### src/hw/fp_operand_pkg.sv
// Purpose: Shared constants for the floating operand and result unit
// Assumes: 10 MHz clock, plain register port with one-cycle read latency
// Notes: Byte offsets are word aligned; unmapped reads return zero
package fp_operand_pkg;
    // ****************************************
    // Register port
    // ****************************************
    localparam int ADDR_W = 8;
    localparam logic [7:0] OFF_CTRL = 8'h00;
    localparam logic [7:0] OFF_STAT = 8'h04;
    localparam logic [7:0] OFF_INSTR = 8'h08;
    localparam logic [7:0] OFF_RES_HI = 8'h0c;
    localparam logic [7:0] OFF_RES_LO = 8'h10;
    // Control register bit positions
    localparam int CTL_DBL = 0;
    localparam int CTL_LONG = 1;
    localparam int CTL_TRUNC = 2;
    localparam int CTL_IUV = 3;
    localparam int CTL_IV = 4;
    localparam int CTL_IU = 5;
    localparam int CTL_W = 6;
    localparam logic [5:0] CTRL_RST = 6'h00;
    // Instruction register extra marker bits
    localparam int INS_INT = 16;
    localparam int INS_SGL = 17;
    // Status register field positions
    localparam int STAT_EXC_LSB = 8;
    // ****************************************
    // Instruction format
    // ****************************************
    localparam logic [3:0] MAJOR_OP = 4'hf;
    localparam logic [2:0] MODE_ACC = 3'h0;
    localparam logic [2:0] MODE_DEF = 3'h1;
    localparam logic [2:0] MODE_AINC = 3'h2;
    localparam logic [2:0] MODE_AINC_D = 3'h3;
    localparam logic [2:0] MODE_ADEC = 3'h4;
    localparam logic [2:0] MODE_ADEC_D = 3'h5;
    localparam logic [2:0] MODE_IDX = 3'h6;
    localparam logic [2:0] MODE_IDX_D = 3'h7;
    localparam logic [2:0] ACC_LAST = 3'h5;
    localparam logic [4:0] STEP_SGL = 5'h04;
    localparam logic [4:0] STEP_DBL = 5'h08;
    // ****************************************
    // Exception cause codes
    // ****************************************
    localparam logic [3:0] EXC_NONE = 4'h0;
    localparam logic [3:0] EXC_OPCODE = 4'h2;
    localparam logic [3:0] EXC_DIVZ = 4'h4;
    localparam logic [3:0] EXC_OVF = 4'h8;
    localparam logic [3:0] EXC_UNF = 4'ha;
    localparam logic [3:0] EXC_UNDEF = 4'hc;
    // ****************************************
    // Number format
    // ****************************************
    localparam int EXP_W = 8;
    localparam int FRAC_W = 56;
    localparam int SGL_FRAC_W = 24;
    localparam int GUARD_W = 2;
    localparam int RAW_W = FRAC_W + GUARD_W;
    localparam logic signed [9:0] EXP_MAX = 10'sh0ff;
    localparam logic signed [9:0] EXP_MIN = 10'sh001;
endpackage : fp_operand_pkg

### src/hw/fp_operand_unit.sv
// Purpose: Floating operand addressing decode and result handling
// Assumes: Core issues one of abs, result, zero check or instruction per cycle
// Notes: Value layout is sign 63, biased exponent 62:55, fraction 54:0
//
// Functional notes
// [RL1] Mode 0 addresses the selected floating accumulator, not a general register.
// [RL2] Modes 1..7: deferred, autoinc, autoinc-def, autodec, autodec-def, indexed, idx-def.
// [RL3] Auto step is 4 for single precision and 8 for double precision.
// [RL4] Mode 0 accepts accumulators 0..5; naming 6 or 7 traps as illegal op code.
// [RL5] Memory and register modes use only accumulators 0..3, a 2-bit field.
// [RL6] Lowest memory address holds the most significant word.
// [RL7] Exponent 0 is exact zero; minus zero traps when undefined-variable enabled.
// [RL8] Zero dividend is exact; zero divisor raises the divide interrupt.
// [RL9] Fractions are 24 bits single and 56 bits double, normalized.
// [RL10] Two guard bits kept beyond the fraction for chop and round.
// [RL11] Rounding adds one LSB when the first dropped bit is set.
// [RL12] Exponent is 8 bits; out of range results flag overflow or underflow.
// [RL13] Underflow with its interrupt disabled gives a zero result.
// [RL14] Enabled overflow or underflow stores fraction and low exponent bits, traps.
// [RL15] Stored exponent is 256 low on overflow, 256 high on nonzero underflow.
// [RL16] Precision bit picks single or double; long bit picks 32 or 16 bits.
// [RL17] Major code 17 octal in 15:12; fop, accumulator, operand field layout.
// [RL18] Float operands use float modes; integer operands use ordinary modes.
// [RL19] Absolute value clears sign, forces zero on zero exponent, sets flags.
// [RL20] Absolute value traps before execution on minus zero; no over/underflow. Code traps only with CTL_IUV set, else gives zero.
// [RL21] Chop bit set truncates results; clear rounds them.
// [RL22] Exception code 8 on overflow and 10 on underflow when enabled.
// [RL23] Operand specifier: mode in bits 5:3, register number in bits 2:0.
`timescale 1ns/1ps
module fp_operand_unit (
    input wire logic i_clk,
    input wire logic i_rst_n,
    input wire logic [fp_operand_pkg::ADDR_W-1:0] i_addr,
    input wire logic [31:0] i_wdata,
    input wire logic i_wr,
    input wire logic i_rd,
    output logic [31:0] o_rdata,
    input wire logic i_res_valid,
    input wire logic i_res_sign,
    input wire logic signed [9:0] i_res_exp,
    input wire logic [fp_operand_pkg::RAW_W-1:0] i_res_frac,
    input wire logic i_abs_valid,
    input wire logic [63:0] i_abs_opnd,
    input wire logic i_chk_valid,
    input wire logic i_chk_divisor,
    input wire logic [15:0] i_chk_word,
    input wire logic [1:0] i_word_sel,
    output logic [15:0] o_mem_word,
    output logic [63:0] o_result,
    output logic o_result_carry_flag,
    output logic o_result_overflow_flag,
    output logic o_result_zero_flag,
    output logic o_result_negative_flag,
    output logic o_trap,
    output logic [3:0] o_exception_cause_code,
    output logic o_opnd_zero,
    output logic o_instr_valid,
    output logic [5:0] o_float_operation_code,
    output logic [1:0] o_accumulator_select,
    output logic o_opnd_in_acc,
    output logic [2:0] o_opnd_num,
    output logic [2:0] o_mode,
    output logic o_deferred,
    output logic o_autoinc,
    output logic o_autodec,
    output logic o_indexed,
    output logic [4:0] o_reg_step,
    output logic o_double_precision_select,
    output logic o_long_integer_select
);
    import fp_operand_pkg::*;

    // ****************************************
    // State
    // ****************************************
    logic [CTL_W-1:0] ctrl_r, ctrl_nxt;
    logic [17:0] instr_r, instr_nxt;
    logic [31:0] rdata_r, rdata_nxt;
    logic [63:0] res_r, res_nxt;
    logic [15:0] word_r, word_nxt;
    logic fc_r, fc_nxt, fv_r, fv_nxt, fz_r, fz_nxt, fn_r, fn_nxt;
    logic trap_r, trap_nxt, zero_r, zero_nxt;
    logic [3:0] exc_r, exc_nxt;
    logic dv_r, dv_nxt, inacc_r, inacc_nxt, def_r, def_nxt;
    logic ainc_r, ainc_nxt, adec_r, adec_nxt, idx_r, idx_nxt;
    logic [5:0] fop_r, fop_nxt;
    logic [1:0] acc_r, acc_nxt;
    logic [2:0] num_r, num_nxt, mode_r, mode_nxt;
    logic [4:0] step_r, step_nxt;

    // ****************************************
    // Result rounding and range
    // ****************************************
    logic dbl, trunc;
    logic rb_s, rb_d;
    logic [SGL_FRAC_W:0] kept_s;
    logic [FRAC_W:0] kept_d;
    logic carry;
    logic [FRAC_W-2:0] frac_st;
    logic signed [9:0] exp_adj;
    logic res_ovf, res_unf;
    logic [63:0] res_packed;

    assign dbl = ctrl_r[CTL_DBL];
    assign trunc = ctrl_r[CTL_TRUNC];
    // First dropped bit; guard bits sit below the kept field, see [RL10] [RL9]
    assign rb_s = i_res_frac[RAW_W-SGL_FRAC_W-1] & ~trunc;   // see [RL21]
    assign rb_d = i_res_frac[GUARD_W-1] & ~trunc;
    // Add one LSB on a set rounding bit, see [RL11]
    assign kept_s = {1'b0, i_res_frac[RAW_W-1 -: SGL_FRAC_W]} + {{SGL_FRAC_W{1'b0}}, rb_s};
    assign kept_d = {1'b0, i_res_frac[RAW_W-1 -: FRAC_W]} + {{FRAC_W{1'b0}}, rb_d};
    assign carry = dbl ? kept_d[FRAC_W] : kept_s[SGL_FRAC_W];
    // Carry out renormalizes to 1.000, so stored fraction bits go to zero
    always_comb begin
        frac_st = '0;
        if (carry) begin
            frac_st = '0;
        end else if (dbl) begin
            frac_st = kept_d[FRAC_W-2:0];
        end else begin
            frac_st[FRAC_W-2 -: SGL_FRAC_W-1] = kept_s[SGL_FRAC_W-2:0];
        end
    end
    assign exp_adj = i_res_exp + {9'h000, carry};
    assign res_ovf = exp_adj > EXP_MAX;   // see [RL12]
    assign res_unf = exp_adj < EXP_MIN;
    // Low eight exponent bits give the 256 offset on wrap, see [RL15]
    assign res_packed = {i_res_sign, exp_adj[EXP_W-1:0], frac_st};

    // ****************************************
    // Instruction decode
    // ****************************************
    logic [17:0] iw;
    logic [2:0] d_mode, d_num;
    logic d_int, d_sgl, d_float_acc;

    assign iw = i_wdata[17:0];
    assign d_mode = iw[5:3];   // see [RL23]
    assign d_num = iw[2:0];
    assign d_int = iw[INS_INT];
    assign d_sgl = iw[INS_SGL];
    // Integer operands keep ordinary CPU modes, see [RL18]
    assign d_float_acc = (d_mode == MODE_ACC) && !d_int;   // see [RL1]

    // ****************************************
    // Next state
    // ****************************************
    logic wr_instr;
    logic [15:0] abs_hi;
    logic abs_neg0, chk_neg0, chk_zero;

    assign wr_instr = i_wr && (i_addr == OFF_INSTR);
    assign abs_hi = i_abs_opnd[63:48];
    assign abs_neg0 = abs_hi[15] && (abs_hi[14:7] == '0) && ctrl_r[CTL_IUV];   // see [RL20]
    assign chk_zero = i_chk_word[14:7] == '0;
    assign chk_neg0 = chk_zero && i_chk_word[15] && ctrl_r[CTL_IUV];

    always_comb begin
        ctrl_nxt = ctrl_r;
        instr_nxt = instr_r;
        res_nxt = res_r;
        fc_nxt = fc_r;
        fv_nxt = fv_r;
        fz_nxt = fz_r;
        fn_nxt = fn_r;
        trap_nxt = 1'b0;
        exc_nxt = exc_r;
        zero_nxt = zero_r;
        dv_nxt = dv_r;
        inacc_nxt = inacc_r;
        def_nxt = def_r;
        ainc_nxt = ainc_r;
        adec_nxt = adec_r;
        idx_nxt = idx_r;
        fop_nxt = fop_r;
        acc_nxt = acc_r;
        num_nxt = num_r;
        mode_nxt = mode_r;
        step_nxt = step_r;
        if (i_wr && (i_addr == OFF_CTRL)) begin
            ctrl_nxt = i_wdata[CTL_W-1:0];   // see [RL16]
        end
        if (i_abs_valid) begin
            if (abs_neg0) begin
                trap_nxt = 1'b1;   // see [RL20]
                exc_nxt = EXC_UNDEF;
            end else begin
                // Never raises overflow or underflow, see [RL19]
                res_nxt = (abs_hi[14:7] == '0) ? 64'h0 : {1'b0, i_abs_opnd[62:0]};
                fc_nxt = 1'b0;
                fv_nxt = 1'b0;
                fn_nxt = 1'b0;
                fz_nxt = abs_hi[14:7] == '0;
            end
        end else if (i_res_valid) begin
            fc_nxt = 1'b0;
            fv_nxt = res_ovf;
            if (res_ovf && ctrl_r[CTL_IV]) begin
                res_nxt = res_packed;   // see [RL14]
                trap_nxt = 1'b1;
                exc_nxt = EXC_OVF;   // see [RL22]
            end else if (res_unf && ctrl_r[CTL_IU]) begin
                res_nxt = res_packed;   // see [RL14] [RL15]
                trap_nxt = 1'b1;
                exc_nxt = EXC_UNF;   // see [RL22]
            end else if (res_ovf || res_unf) begin
                res_nxt = 64'h0;   // see [RL13]
            end else begin
                res_nxt = dbl ? res_packed : {res_packed[63:32], 32'h0};   // see [RL9]
            end
            fz_nxt = !(res_ovf || res_unf) ? 1'b0
                     : !(ctrl_r[CTL_IV] && res_ovf) && !(ctrl_r[CTL_IU] && res_unf);
            fn_nxt = i_res_sign && !fz_nxt;
        end else if (i_chk_valid) begin
            zero_nxt = chk_zero;   // see [RL7]
            if (chk_neg0) begin
                trap_nxt = 1'b1;   // see [RL7]
                exc_nxt = EXC_UNDEF;
            end else if (chk_zero && i_chk_divisor) begin
                trap_nxt = 1'b1;   // see [RL8]
                exc_nxt = EXC_DIVZ;
            end
        end else if (wr_instr) begin
            instr_nxt = iw;
            dv_nxt = iw[15:12] == MAJOR_OP;   // see [RL17]
            fop_nxt = d_sgl ? iw[11:6] : {2'b00, iw[11:8]};
            acc_nxt = d_sgl ? 2'b00 : iw[7:6];   // see [RL5]
            mode_nxt = d_mode;
            num_nxt = d_num;
            inacc_nxt = d_float_acc;
            def_nxt = (d_mode == MODE_DEF) || (d_mode == MODE_AINC_D)
                      || (d_mode == MODE_ADEC_D) || (d_mode == MODE_IDX_D);   // see [RL2]
            ainc_nxt = (d_mode == MODE_AINC) || (d_mode == MODE_AINC_D);
            adec_nxt = (d_mode == MODE_ADEC) || (d_mode == MODE_ADEC_D);
            idx_nxt = (d_mode == MODE_IDX) || (d_mode == MODE_IDX_D);
            step_nxt = (d_int || !dbl) ? STEP_SGL : STEP_DBL;   // see [RL3]
            if ((iw[15:12] == MAJOR_OP) && d_float_acc && (d_num > ACC_LAST)) begin
                trap_nxt = 1'b1;   // see [RL4]
                exc_nxt = EXC_OPCODE;
            end
        end
    end

    // Most significant word at the lowest address, see [RL6]
    always_comb begin
        case (i_word_sel)
            2'h0: word_nxt = res_r[63:48];
            2'h1: word_nxt = res_r[47:32];
            2'h2: word_nxt = res_r[31:16];
            default: word_nxt = res_r[15:0];
        endcase
    end

    always_comb begin
        rdata_nxt = 32'h0;
        if (i_rd) begin
            case (i_addr)
                OFF_CTRL: rdata_nxt = {26'h0, ctrl_r};
                OFF_STAT: rdata_nxt = {20'h0, exc_r, 4'h0, fn_r, fz_r, fv_r, fc_r};
                OFF_INSTR: rdata_nxt = {14'h0, instr_r};
                OFF_RES_HI: rdata_nxt = res_r[63:32];
                OFF_RES_LO: rdata_nxt = res_r[31:0];
                default: rdata_nxt = 32'h0;
            endcase
        end
    end

    // ****************************************
    // Registers
    // ****************************************
    always_ff @(posedge i_clk or negedge i_rst_n) begin
        if (!i_rst_n) begin
            ctrl_r <= CTRL_RST;
            instr_r <= '0;
            rdata_r <= '0;
            res_r <= '0;
            word_r <= '0;
            fc_r <= 1'b0;
            fv_r <= 1'b0;
            fz_r <= 1'b0;
            fn_r <= 1'b0;
            trap_r <= 1'b0;
            exc_r <= EXC_NONE;
            zero_r <= 1'b0;
            dv_r <= 1'b0;
            inacc_r <= 1'b0;
            def_r <= 1'b0;
            ainc_r <= 1'b0;
            adec_r <= 1'b0;
            idx_r <= 1'b0;
            fop_r <= '0;
            acc_r <= '0;
            num_r <= '0;
            mode_r <= '0;
            step_r <= STEP_SGL;
        end else begin
            ctrl_r <= ctrl_nxt;
            instr_r <= instr_nxt;
            rdata_r <= rdata_nxt;
            res_r <= res_nxt;
            word_r <= word_nxt;
            fc_r <= fc_nxt;
            fv_r <= fv_nxt;
            fz_r <= fz_nxt;
            fn_r <= fn_nxt;
            trap_r <= trap_nxt;
            exc_r <= exc_nxt;
            zero_r <= zero_nxt;
            dv_r <= dv_nxt;
            inacc_r <= inacc_nxt;
            def_r <= def_nxt;
            ainc_r <= ainc_nxt;
            adec_r <= adec_nxt;
            idx_r <= idx_nxt;
            fop_r <= fop_nxt;
            acc_r <= acc_nxt;
            num_r <= num_nxt;
            mode_r <= mode_nxt;
            step_r <= step_nxt;
        end
    end

    assign o_rdata = rdata_r;
    assign o_mem_word = word_r;
    assign o_result = res_r;
    assign o_result_carry_flag = fc_r;
    assign o_result_overflow_flag = fv_r;
    assign o_result_zero_flag = fz_r;
    assign o_result_negative_flag = fn_r;
    assign o_trap = trap_r;
    assign o_exception_cause_code = exc_r;
    assign o_opnd_zero = zero_r;
    assign o_instr_valid = dv_r;
    assign o_float_operation_code = fop_r;
    assign o_accumulator_select = acc_r;
    assign o_opnd_in_acc = inacc_r;
    assign o_opnd_num = num_r;
    assign o_mode = mode_r;
    assign o_deferred = def_r;
    assign o_autoinc = ainc_r;
    assign o_autodec = adec_r;
    assign o_indexed = idx_r;
    assign o_reg_step = step_r;
    assign o_double_precision_select = ctrl_r[CTL_DBL];
    assign o_long_integer_select = ctrl_r[CTL_LONG];   // see [RL16]
endmodule : fp_operand_unit

### config.mk
export PLATFORM = sky130hd
export DESIGN_NAME = fp_operand_unit
export DESIGN_NICKNAME = d
export VERILOG_FILES = /design/src/hw/fp_operand_pkg.sv /design/src/hw/fp_operand_unit.sv
export SDC_FILE = /design/constraint.sdc
export NUM_CORES = 1
export LEC_CHECK = 0
export ABC_AREA = 1
export BUFFER_PORTS_ARGS = -buffer_cell sky130_fd_sc_hd__buf_2
export CELL_PAD_IN_SITES_DETAIL_PLACEMENT = 0
export CELL_PAD_IN_SITES_GLOBAL_PLACEMENT = 1
export CORE_MARGIN = 2
export CORE_UTILIZATION = 32
export CTS_CLUSTER_DIAMETER = 200
export DETAILED_ROUTE_END_ITERATION = 16
export PLACE_DENSITY_LB_ADDON = 0.1
export SETUP_SLACK_MARGIN = 0.15
export SLEW_MARGIN = 10
export SYNTH_ARGS = -nofsm -noshare
export SYNTH_HDL_FRONTEND = slang
export SYNTH_SLANG_ARGS = --single-unit
### constraint.sdc
create_clock -name i_clk -period 3.7 [get_ports i_clk]
set_input_delay 0.185 -clock i_clk [delete_from_list [all_inputs] [get_ports i_clk]]
set_output_delay 0.185 -clock i_clk [all_outputs]
set_load 0.02 [all_outputs]
---- After elaboration in Yosys (flattened, before gate mapping) ----
Index checks and enable logic that the tools add are counted.
operators by class
  eq/ne operators ......................... 18
  $add $sub $neg .......................... 3
  shift operators ......................... 0
  $lt $le $gt $ge ......................... 3
  reductions and logical operators ........ 39
  multiplexer cells ....................... 49
  div/mod/pow operators ................... 0
  multiply operators ...................... 0
  bitwise gates (word level) .............. 6
operators by type and width
  cell                 count
  $mux 64              6
  $pmux 32 s5          1
  $mux 32              3
  $mux 63              1
  $add 56x1->57        1
  $mux 55              1
  $pmux 16 s3          1
  $mux 4               11
  $add 24x1->25        1
  $logic_not 8->1      3
  $mux 23              1
  $mux 1               22
  $eq 8x4->1 const B   2
  $logic_and 1x1->1    14
  $eq 3x3->1 const B   4
  $add 10x1->10        1
  $gt 10x9->1 const B  1
  $lt 10x2->1 const B  1
  $eq 8x3->1 const B   1
  $eq 8x5->1 const B   1
  $logic_or 1x1->1     8
  $reduce_bool 4->1    2
  $eq 3x2->1 const B   2
  $mux 6               1
  20 further kinds     28
word-level totals
  bits in registers ....................... 171
  input port bits ......................... 199
  memories kept ........................... 0
  latch bits .............................. 0
  RAM bits ................................ 0
  bits in read-only memories .............. 0

---- Logic depth before layout (Yosys ltp) ----
Gate-level depths: netlist of run 1.
  depth in word-level cells ............... 14
  gate-level depth with buffers ........... 28
  mapped depth without buffers ............ 27

---- Least setup slack after synthesis of run 1 ----
Ideal clock, no wire load.
  kind .................................... register to register
  start point ............................. register ctrl_r[2]
  end point ............................... register res_r[15], in the netlist o_result[15]
  arrival ................................. 3495 ps
  setup time .............................. 77 ps
  buffers on the path ..................... 2
  cell stages (with the launch flop) ...... 26
  slack ................................... 128 ps
  period minus slack after synthesis ...... 3572 ps
  cells stage by stage .................... dfrtp_1 -> nor2_1 -> ha_1 -> ha_1 -> nand2_1 -> nor2_2 -> nand2_1 -> nor2_4 -> nand4_1 -> nand2_1 -> nand2_1 -> nor3_1 -> ha_1 -> ha_1 -> or2_2 -> nor2_1 -> nand2_1 -> nor2_1 -> nand3_1 -> nand2_1 -> nand2_1 -> nand3_2 -> buf_8 -> buf_6 -> nand3_1 -> a21oi_1
between the ends
  longest elaborated chain between the ends .. 12
  elaborated cells between the ends (all ways) .. 20
  classes of those cells .................. 3 x add/sub; 2 x order compare; 9 x mux; 3 x bitwise; 3 x reduce/logical
ends and longest elaborated chain
  element                                                RTL line                                        source
  from (decl)                                            fp_operand_unit.sv:76                           logic [CTL_W-1:0] ctrl_r, ctrl_nxt;
  from (signal assigned)                                 fp_operand_unit.sv:297                          ctrl_r <= ctrl_nxt;
  $not 1->1 (*)                                          fp_operand_unit.sv:107, fp_operand_unit.sv:108
  $and 1x1->1, on equally long branches                  fp_operand_unit.sv:108, fp_operand_unit.sv:107
  $add 56x1->57 / $add 24x1->25 (equally long branches)  fp_operand_unit.sv:111, fp_operand_unit.sv:110
  $mux 1                                                 fp_operand_unit.sv:112                          assign carry = dbl ? kept_d[FRAC_W] : kept_s[SGL_FRAC_W];
  $add 10x1->10                                          fp_operand_unit.sv:124                          assign exp_adj = i_res_exp + {9'h000, carry};
  $gt 10x9->1 / $lt 10x2->1 (equally long branches)      fp_operand_unit.sv:125, fp_operand_unit.sv:126
  $logic_or 1x1->1                                       fp_operand_unit.sv:206                          end else if (res_ovf || res_unf) begin
  $mux 64                                                fp_operand_unit.sv:206
  $mux 64                                                fp_operand_unit.sv:202                          end else if (res_unf && ctrl_r[CTL_IU]) begin
  $mux 64 (*)                                            fp_operand_unit.sv:198                          if (res_ovf && ctrl_r[CTL_IV]) begin
  $mux 64 (*)                                            fp_operand_unit.sv:195                          end else if (i_res_valid) begin
  $mux 64 (*)                                            fp_operand_unit.sv:183                          if (i_abs_valid) begin
  to (signal assigned)                                   fp_operand_unit.sv:300                          res_r <= res_nxt;
  to (decl)                                              fp_operand_unit.sv:79                           logic [63:0] res_r, res_nxt;
Every way passes the cells marked *; elsewhere a longest branch is shown, timed or not. The select of a mux whose other input is x is not followed.
A chain may end at the register's enable or synchronous reset.

---- Worst setup path after layout of run 1 ----
  start point ............................. register ctrl_r[2]
  end point ............................... register res_r[29], in the netlist o_result[29]
The elaborated chain is that of the path after synthesis.

==> results of run 1 <==
[worst max path at each step]
stage,from,end,depth (start not counted)
finish,ctrl_r[2]$_DFFE_PN0P_,o_result[29]$_DFFE_PN0P_,27
global route,ctrl_r[2]$_DFFE_PN0P_,o_result[29]$_DFFE_PN0P_,27
CTS,ctrl_r[2]$_DFFE_PN0P_,o_result[35]$_DFFE_PN0P_,27
detailed placement,ctrl_r[2]$_DFFE_PN0P_,o_result[31]$_DFFE_PN0P_,25
global placement,ctrl_r[2]$_DFFE_PN0P_,o_result[1]$_DFFE_PN0P_,25
floorplan,ctrl_r[2]$_DFFE_PN0P_,o_result[15]$_DFFE_PN0P_,25
[state kept, by name, summed over array words and instances, names as in the netlist, 2 cells and up]
register and flops:
o_rdata 32, ctrl_r 6, instr_r 18, o_exception_cause_code 3, o_result 64, o_accumulator_select 2, o_mem_word 16, o_reg_step 2
o_float_operation_code 6
[synthesized netlist by cell type (4+ instances only)]
cell / count / area share, %
mux2i_1: 6 / 0.59
nor2_2: 6 / 0.37
o21bai_1: 4 / 0.30
buf_4: 14 / 1.0
inv_1: 133 / 4.9
nor3_1: 8 / 0.40
buf_8: 5 / 0.74
xnor2_1: 8 / 0.69
a221oi_1: 15 / 1.3
nand4_1: 22 / 1.4
buf_2: 7 / 0.35
nand2_1: 393 / 15
a21oi_1: 165 / 8.2
o21ai_0: 53 / 2.6
a31oi_1: 4 / 0.25
ha_1: 7 / 0.87
nor2_1: 245 / 9.1
o2111ai_1: 6 / 0.52
a2bb2oi_1: 4 / 0.35
xor2_1: 33 / 2.9
dfrtp_1: 159 / 39
o22ai_1: 7 / 0.43
nand3_1: 107 / 5.3
clkbuf_1: 36 / 1.3
[logic make-up after synthesis]
group | count (synthesis) | share of synthesized area, %
simple gates | 792 | 31.92
compound gates | 266 | 14.49
buf+inv | 201 | 8.763
flops | 160 | 39.56
xor+xnor | 41 | 3.547
mux | 8 | 0.8157
fa+ha+maj | 7 | 0.8651
other cells | 1 | 0.03704
[final cells by class]
type                       instances  area (um^2)
clock inverter                    14        195.2
timing repair buffer             411         2579
clock buffer                      18        429.2
sequential                       160         4006
multi-input combinational       1119         5833
fill                            3374        17330
antenna                            1        2.502
tap                              402        503.0
inverter                         137        514.2
[routing by layer]
layer  vias to the layer above  wire length, um  GRT usage (%)
met1                      5671            20720          37.89
met3                        80             2350          2.748
met5                         -                0              0
met4                         0             1795          10.87
li1                       5538                -              -
met2                       454            23520          49.18
[timing repair]
action,4_1_cts,5_1_grt
hold buffers,4,0
pin swaps,25,40
buffers inserted,23,5
gates cloned,8,0
hold endpoints to repair,87,0
resized for setup,64,78
endpoints found under the setup margin,70,70
[worst max-delay path, stage by stage, from the launching register on]
cell and delay [ns]:
dfrtp_2 0.44, nor2_2 0.11, ha_2 0.20, ha_4 0.16, nand2_4 0.06, nor2_4 0.09, nand2_2 0.08, nor2_4 0.11
nand4_1 0.14, nand2_1 0.12, nand2_1 0.07, nor3_2 0.15, buf_4 0.16, ha_4 0.14, ha_4 0.19, or2_4 0.24
nor2_4 0.08, nand2_2 0.07, nor2_4 0.12, nand3_2 0.09, nand2_1 0.08, nand2_2 0.07, nand3_4 0.11, buf_8 0.14
buf_12 0.10, buf_16 0.11, nand3_1 0.11, a21oi_2 0.22
[report_power, final]
group	switching, mW	leakage [nW]	total, mW	internal (mW)
sequential	0.160	2.05	2.02	1.86
combinational	0.718	4.53	1.11	0.393
clock	0.837	0.305	1.93	1.10
[per-stage QoR]
| stage | setup slack [ns] | hold slack, ns | area (um^2) | std cells | power, mW |
|---|---|---|---|---|---|
| floorplan | 0.1715 | -0.1106 | 10140 | 1480 | 2.479 |
| global placement | -0.1255 | 0.3137 | 12330 | 2189 | 3.012 |
| detailed placement | -0.2046 | 0.3085 | 12330 | 2189 | 3.011 |
| CTS | -0.02482 | 0.009136 | 13670 | 2256 | 5.021 |
| global route | -0.3384 | 0.01778 | 14060 | 2262 | 5.258 |
| finish | -0.1828 | 0.01973 | 14060 | 2262 | 5.067 |
==> metrics, run 1 <==
Post-Synthesis Cell Area=10120 um^2; Crit Path Max Fanout=5; Via density=5.191; post-route setup slack=-0.1828 ns; Die Ht=181.9 um; share of post-route cells with drive strength above 1=29.96%; outcome=finished with violations; max-slew violations=0; clock slew at reported path FFs=0.07 ns; LEAKAGE=6.887 nW; yosys warns=0; Worst Reg-to-Reg Cells=27; MaxCap Viol Count=0; initial core utilization=32.25%; total number of vias=11740; count of cell types in the netlist=44; initial antenna violation count=1; worst-skew pair later-pin latency=0.44 ns; antenna-violating nets left=0; Post-Route WL=48.39 mm; post-route DRC violation count=0; Final period util=104.9%; number of enable flip-flop cells after synthesis=0; most frequent cells in the layout=nand2_1, buf_2, nor2_1; Slew HR=18.49%; RSZ-0062 raised after global routing=true; Hold Crit Depth=3; reg2reg end=o_result[29]$_DFFE_PN0P_; drt initial violations=963; vias in the first global route=11540; Die Area=33070 um^2; # IOs=348; FF-to-FF setup slack=-0.18 ns; drt wl/cell=21.39 um; CP Launch Type=flop; # rows=65; Worst Hold End=o_opnd_zero$_DFFE_PN0P_; Syn Inst Count=1476; Area Overhead vs Synth=38.91%; critical path class=reg -> reg; FFs w/ async S/R, synth=100.0%; total core area=31390 um^2; Avg Inst Size Synth=6.859 um^2; worst reg2reg startpoint=ctrl_r[2]$_DFFE_PN0P_; failing checks=setup timing; nets@finish=2052; Synth Register Bits=160; CTS tree=yes; Slew @ Worst Pin=1.221 ns; most common cell after layout, fill and taps aside=nand2_1; drt pass-1 iters=5; final worst path period need=3.883 ns; port buffer count=320; Root Buffer=clkbuf_16; gp weighted congestion=0.8921; Util after Layout=44.79%; Worst EP required=4.05 ns; endpoint class of the critical path=flop; top_reg_cell synth=dfrtp_1; sequential area share after synthesis=39.56%; WP data arrival=4.23 ns; TritonCTS Buffers=17; first-pass GRT wire length=70.44 mm; peak supply drop=0.3549 mV; Final Hold Viols=0; DP HPWL=37.91 mm; GR Overflow Total=0; worst hold path class=in -> reg; fmax=257.5 MHz; Clock Sinks=160; All-Layer GR Usage=28.80%; Setup Skew=0.01701 ns; setup violators final=66; pin count of the biggest net entering global routing=84; die width=181.9 um; number of H-tree levels=4; setup TNS after final layout=-4.283 ns; CTS Buffer Depth=2; worst min-delay path startpoint=i_chk_valid; Pwr per Cell Area=360.3 nW/um^2
No activity file was read; power rests on OpenSTA's default activity.
==> inputs of run 2 (changes only) <==
- BUFFER_PORTS_ARGS: -buffer_cell sky130_fd_sc_hd__buf_2 -> unset
- CORE_UTILIZATION: 32 -> 40
- DONT_BUFFER_PORTS: unset -> 1
==> run 2 against run 1 <==
Compared with the run above: the run ends with hold timing, setup timing left; clock power is 10% lower; power decreased by 7.8%; via count is 7.0% lower; setup slack improved by 0.072 ns; critical path type unchanged; combinational power fell by 33%; non-clock buffer count fell by 231; die area shrank 20%; cell count fell by 13%; routed wire length decreased by 4.9%; sequential power increased by 9%; maximum frequency up 1.9%; first-iteration DRC count fell by 5.2%.
==> metrics, run 2 (synthesis results as in run 1) <==
total core area=25040 um^2 (was 31390 um^2); Hold Slack=-0.5656 ns (was 0.01973 ns); hold_buf cts=93 (was 4); drt pass-1 iters=6 (was 5); worst hold path class=in -> async (was in -> reg); pin count of the biggest net entering global routing=161 (was 84); # rows=58 (was 65); DP Cell Count=1788 (was 2189); setup violators final=63 (was 66); Final period util=103.0% (was 104.9%); Die Area=26600 um^2 (was 33070 um^2); first-pass GRT wire length=65.84 mm (was 70.44 mm); Root Buffer=clkbuf_16 (unchanged); Post-Route WL=45.99 mm (was 48.39 mm); gp weighted congestion=0.9404 (was 0.8921); drt wl/cell=23.48 um (was 21.39 um); number of H-tree levels=4 (unchanged); post-route setup slack=-0.1106 ns (was -0.1828 ns); worst slack at placement=-0.2521 ns (was -0.2046 ns); peak supply drop=0.3287 mV (was 0.3549 mV); total number of vias=10920 (was 11740); max-slew violations=0 (unchanged); most common cell after layout, fill and taps aside=nand2_1 (unchanged); Area Overhead vs Synth=32.65% (was 38.91%); Crit Path Max Fanout=8 (was 5); initial antenna violation count=1 (unchanged); CTS Buffer Depth=2 (unchanged); share of post-route cells with drive strength above 1=16.58% (was 29.96%); critical path class=reg -> reg (unchanged); failing checks=hold timing, setup timing (was setup timing); MaxCap Viol Count=0 (unchanged); drt initial violations=913 (was 963); initial core utilization=40.43% (was 32.25%); post-route cell area=13430 um^2 (was 14060 um^2); Crit-path slowest cell=dfrtp_2 (unchanged); nets@finish=1822 (was 2052); worst-skew pair later-pin latency=0.45 ns (was 0.44 ns); GR Overflow Total=0 (unchanged); final worst path period need=3.811 ns (was 3.883 ns); Reg area=4006 um^2 (unchanged); Via density=5.574 (was 5.191); # IOs=348 (unchanged); Clock Sinks=160 (unchanged); die width=163.1 um (was 181.9 um); vias in the first global route=10770 (was 11540); WP data arrival=4.18 ns (was 4.23 ns); Die Ht=163.1 um (was 181.9 um); clock slew at reported path FFs=0.07 ns (about the same); most frequent cells in the layout=nand2_1, nor2_1, dfrtp_1 (was nand2_1, buf_2, nor2_1); Final Hold Viols=160 (was 0); LEAKAGE=5.825 nW (was 6.887 nW); Slew @ Worst Pin=1.171 ns (was 1.221 ns); CP peak stage delay=0.44 ns (about the same); outcome=finished with violations (unchanged); Post-Place Cell Area=10550 um^2 (was 12330 um^2); antenna-violating nets left=0 (unchanged); Setup Skew=0.01038 ns (was 0.01701 ns); Slew HR=21.63% (was 18.49%); CTS tree=yes (unchanged); port buffer count=0 (was 320); endpoint class of the critical path=flop (unchanged); All-Layer GR Usage=33.74% (was 28.80%); Pwr per Cell Area=347.9 nW/um^2 (was 360.3 nW/um^2); post-route DRC violation count=0 (unchanged); final cell count without fillers=1959 (was 2262); fillers=2454 (was 3374); DP HPWL=34.45 mm (was 37.91 mm); RSZ-0062 raised after global routing=true (unchanged); Util after Layout=53.64% (was 44.79%); most common cell type on the critical path=buf_4 (was nor2_4); fmax=262.4 MHz (was 257.5 MHz); multi-input logic area=6076 um^2 (was 5833 um^2); CP Launch Type=flop (unchanged); TritonCTS Buffers=17 (unchanged); Worst EP required=4.07 ns (was 4.05 ns); max FFs per register=64 (unchanged); Tot Pwr=4.672 mW (was 5.067 mW)
-- run 2: cell types whose count changed in the layout (fill, tap and decap cells not counted), sizes merged --
cell         previous run  this run
clkbuf                 18        20
clkinvlp                1         3
bufinv                  3         1
dlygate4sd3             4        93
clkinv                  2        10
buf                   407        85
inv                   145       137
-- run 2: per-layer routing --
layer / global-route usage (%) / vias up / wire length, um
li1: - / 5063 / -
met1: 40.96 / 5173 / 17850
met2: 56.20 / 553 / 21920
met3: 8.431 / 131 / 3678
met4: 16.09 / 0 / 2547
met5: 0 / - / 0
-- run 2: path summary, 6_finish.rpt --
path,from,to,slack [ns],cells past startpoint
setup / recovery,ctrl_r[2]$_DFFE_PN0P_,o_result[7]$_DFFE_PN0P_,-0.11,29
max in group asynchronous,i_rst_n,o_reg_step[2]$_DFFE_PN1P_,3.89,0
hold / removal,i_rst_n,o_rdata[19]$_DFF_PN0_,-0.57,0
hold reg to reg,instr_r[15]$_DFFE_PN0P_,instr_r[15]$_DFFE_PN0P_,0.51,2
setup reg to reg,ctrl_r[2]$_DFFE_PN0P_,o_result[7]$_DFFE_PN0P_,-0.11,29
min in group i_clk,i_res_valid,o_exception_cause_code[2]$_DFFE_PN0P_,0,3
-- run 2: timing repair --
item | 4_1_cts | 5_1_grt
setup buffers | 31 | 6
pin swaps | 46 | 43
resized for setup | 89 | 103
setup endpoints to repair | 70 | 70
gates cloned | 7 | 2
endpoints found under the hold margin | 261 | 160
-- run 2: worst max-delay path: cells and delay by family, from the launching register on --
family	cells	cell delay (ns)
buffers and inverters	16	2.06
AO/OA/AOI/OAI	1	0.13
adder cells (fa/ha/maj)	2	0.36
AND/OR/NAND/NOR	10	0.75
flip-flops	1	0.44
-- run 2: final cells by class --
class | count | area share [%]
multi-input combinational | 1119 | 45.24
sequential | 160 | 29.83
timing repair buffer | 180 | 13.64
inverter | 137 | 3.950
clock buffer | 18 | 3.196
tap | 330 | 3.075
clock inverter | 13 | 0.9876
timing repair inverter | 1 | 0.05590
antenna | 1 | 0.01863
-- run 2: power by group --
| part | internal [mW] | switching, mW | leakage, nW |
|---|---|---|---|
| registers | 1.86 | 0.343 | 2.05 |
| clock network | 0.937 | 0.789 | 0.273 |
| logic | 0.315 | 0.429 | 3.50 |
| total | 3.11 | 1.56 | 5.83 |
-- run 2: per-stage QoR --
step           TNS, ns  hold slack [ns]
2_1_floorplan        0          -0.1106
3_3_place_gp    -7.607          -0.1063
3_5_place_dp    -13.30          -0.1052
4_1_cts         -2.140          -0.5738
5_1_grt         -10.91          -0.5792
6_report        -2.890          -0.5656
==> inputs of run 3 (changes only) <==
- CORE_UTILIZATION: 40 -> 44
- clock period: 3.7 -> 4.2 ns (I/O delays scaled with it)
==> run 3 against run 2 <==
Compared with the run above: first-iteration DRC count fell by 13%; sequential share of layout area up 2.8 points; design area decreased by 8.5%; via count shrank 2.0%; register-to-register slack gained 0.38 ns; the flow now finishes without violations; core utilization up 0.62 points; critical endpoint is now o_result[23]$_DFFE_PN0P_; global-route usage is 0.75 points higher.
==> metrics, run 3 (synthesis results as in run 1) <==
Final Hold Viols=0 (was 160); Pwr per Cell Area=338.2 nW/um^2 (was 347.9 nW/um^2); total number of vias=10710 (was 10920); Crit-path slowest cell=dfrtp_1 (was dfrtp_2); CTS Buffer Depth=2 (unchanged); final cell count without fillers=1856 (was 1959); total core area=22640 um^2 (was 25040 um^2); worst min-delay path startpoint=i_abs_opnd[39]; Via density=5.769 (was 5.574); Tot Pwr=4.155 mW (was 4.672 mW); WP buf/inv=3 (was 16); WP data arrival=4.27 ns (was 4.18 ns); initial core utilization=44.71% (was 40.43%); nets@finish=1762 (was 1822); Crit Path Max Fanout=5 (was 8); post-route cell area=12280 um^2 (was 13430 um^2); most common cell after layout, fill and taps aside=nand2_1 (unchanged); DP Cell Count=1732 (was 1788); Root Buffer=clkbuf_16 (unchanged); post-route setup slack=0.2732 ns (was -0.1106 ns); GR Overflow Total=0 (unchanged); antenna-violating nets left=0 (unchanged); Post-Route WL=43.27 mm (was 45.99 mm); DP HPWL=33.48 mm (was 34.45 mm); post-route DRC violation count=0 (unchanged); worst reg2reg startpoint=ctrl_r[2]$_DFFE_PN0P_ (unchanged); number of H-tree levels=4 (unchanged); reg2reg end=o_result[23]$_DFFE_PN0P_ (was o_result[7]$_DFFE_PN0P_); Setup Skew=0.007623 ns (was 0.01038 ns); LEAKAGE=5.498 nW (was 5.825 nW); Hold Slack=0.0008900 ns (was -0.5656 ns); peak supply drop=0.2720 mV (was 0.3287 mV); gp weighted congestion=0.9767 (was 0.9404); outcome=complete, no violations (was finished with violations); CTS tree=yes (unchanged); share of post-route cells with drive strength above 1=9.114% (was 16.58%); worst-skew pair later-pin latency=0.43 ns (was 0.45 ns); worst slack at placement=0.01716 ns (was -0.2521 ns); delay-heaviest family, CP=simple AND/OR/NAND/NOR gates (was buffers and inverters); die width=155.7 um (was 163.1 um); pin count of the biggest net entering global routing=161 (unchanged); most common cell type on the critical path=nand2_1 (was buf_4); Worst EP required=4.55 ns (was 4.07 ns); drt wl/cell=23.32 um (was 23.48 um); max-slew violations=0 (unchanged); # rows=55 (was 58); Hold Crit Depth=2; Worst Hold End=o_result[39]$_DFFE_PN0P_; Slew @ Worst Pin=1.137 ns (was 1.171 ns); Post-Place Cell Area=10390 um^2 (was 10550 um^2); CP peak stage delay=0.41 ns (was 0.44 ns); CP Launch Type=flop (unchanged); worst hold path class=in -> reg (was in -> async); setup violators final=0 (was 63); setup TNS after final layout=0 ns (was -2.890 ns); FF-to-FF setup slack=0.27 ns (was -0.11 ns); vias in the first global route=10340 (was 10770); Area Overhead vs Synth=21.34% (was 32.65%); max FFs per register=64 (unchanged); RSZ-0062 raised after global routing=true (unchanged); fmax=254.7 MHz (was 262.4 MHz); TritonCTS Buffers=17 (unchanged); Final period util=93.49% (was 103.0%); most frequent cells in the layout=nand2_1, nor2_1, dfrtp_1 (unchanged); Util after Layout=54.26% (was 53.64%); clock slew at reported path FFs=0.06 ns (was 0.07 ns); final worst path period need=3.927 ns (was 3.811 ns); All-Layer GR Usage=34.49% (was 33.74%); drt pass-1 iters=5 (was 6); Worst Reg-to-Reg Cells=26 (was 29); drt initial violations=795 (was 913); Die Area=24240 um^2 (was 26600 um^2); initial antenna violation count=3 (was 1); first-pass GRT wire length=62.10 mm (was 65.84 mm); # IOs=348 (unchanged); Die Ht=155.7 um (was 163.1 um); MaxCap Viol Count=0 (unchanged); Slew HR=23.95% (was 21.63%); port buffer count=0 (unchanged); endpoint class of the critical path=flop (unchanged); Clock Sinks=160 (unchanged); critical path class=reg -> reg (unchanged)
[run 3: cell types whose count changed in the layout (fill, tap and decap cells not counted), moves of 4 or more]
cell | before | now
dlygate4sd3_1 | 93 | 77
nor2_1 | 236 | 240
buf_12 | 6 | 2
nand3_4 | 25 | 5
buf_4 | 66 | 33
a21oi_2 | 51 | 15
nand2_1 | 378 | 385
nand2_2 | 10 | 6
nand3_2 | 22 | 10
a21oi_1 | 114 | 150
nand3_1 | 61 | 94
clkinv_4 | 6 | 2
nor2_4 | 7 | 3
[run 3: worst max-delay path by stage]
stage                     cells after the start                  endpoint                  start  slack, ns
after floorplan                              25  o_result[15]$_DFFE_PN0P_  ctrl_r[2]$_DFFE_PN0P_       0.63
after global placement                       25   o_result[9]$_DFFE_PN0P_  ctrl_r[2]$_DFFE_PN0P_       0.14
after detailed placement                     25  o_result[12]$_DFFE_PN0P_  ctrl_r[2]$_DFFE_PN0P_       0.02
after CTS                                    25  o_result[13]$_DFFE_PN0P_  ctrl_r[2]$_DFFE_PN0P_       0.14
after global routing                         25   o_result[0]$_DFFE_PN0P_  ctrl_r[2]$_DFFE_PN0P_       0.02
final                                        26  o_result[23]$_DFFE_PN0P_  ctrl_r[2]$_DFFE_PN0P_       0.27
[run 3: where the power goes]
part	internal, mW	switching (mW)	leakage, nW
clock	0.964	0.682	0.293
combinational	0.217	0.354	3.16
sequential	1.64	0.298	2.05
[run 3: layout make-up]
cell class              count  area (um^2)
fillers                  2227        10360
well taps                 285        356.6
diodes                      2        5.005
flip-flops and latches    160         4005
clock inverters            13        176.4
repair buffers            120         1222
multi-input cells        1120         5562
inverters                 137        514.2
clock buffers              19        442.9
[run 3: metal layers]
metal | vias up | routed length, um | track usage [%] | share of wire (%)
li1 | 4964 | - | - | -
met1 | 5070 | 16690 | 42.05 | 39
met2 | 555 | 20810 | 57.92 | 48
met3 | 118 | 3580 | 7.556 | 8.3
met4 | 0 | 2194 | 16.91 | 5.1
met5 | - | 0 | 0 | 0
[run 3: what timing repair did]
action / in CTS / in global routing
buffers inserted: 0 / 6
endpoints found under the hold margin: 255 / 1
gates resized for setup: 7 / 62
setup endpoints to repair: 67 / 70
gates cloned: 1 / 5
pin swaps: 0 / 25
hold buffers: 77 / 1
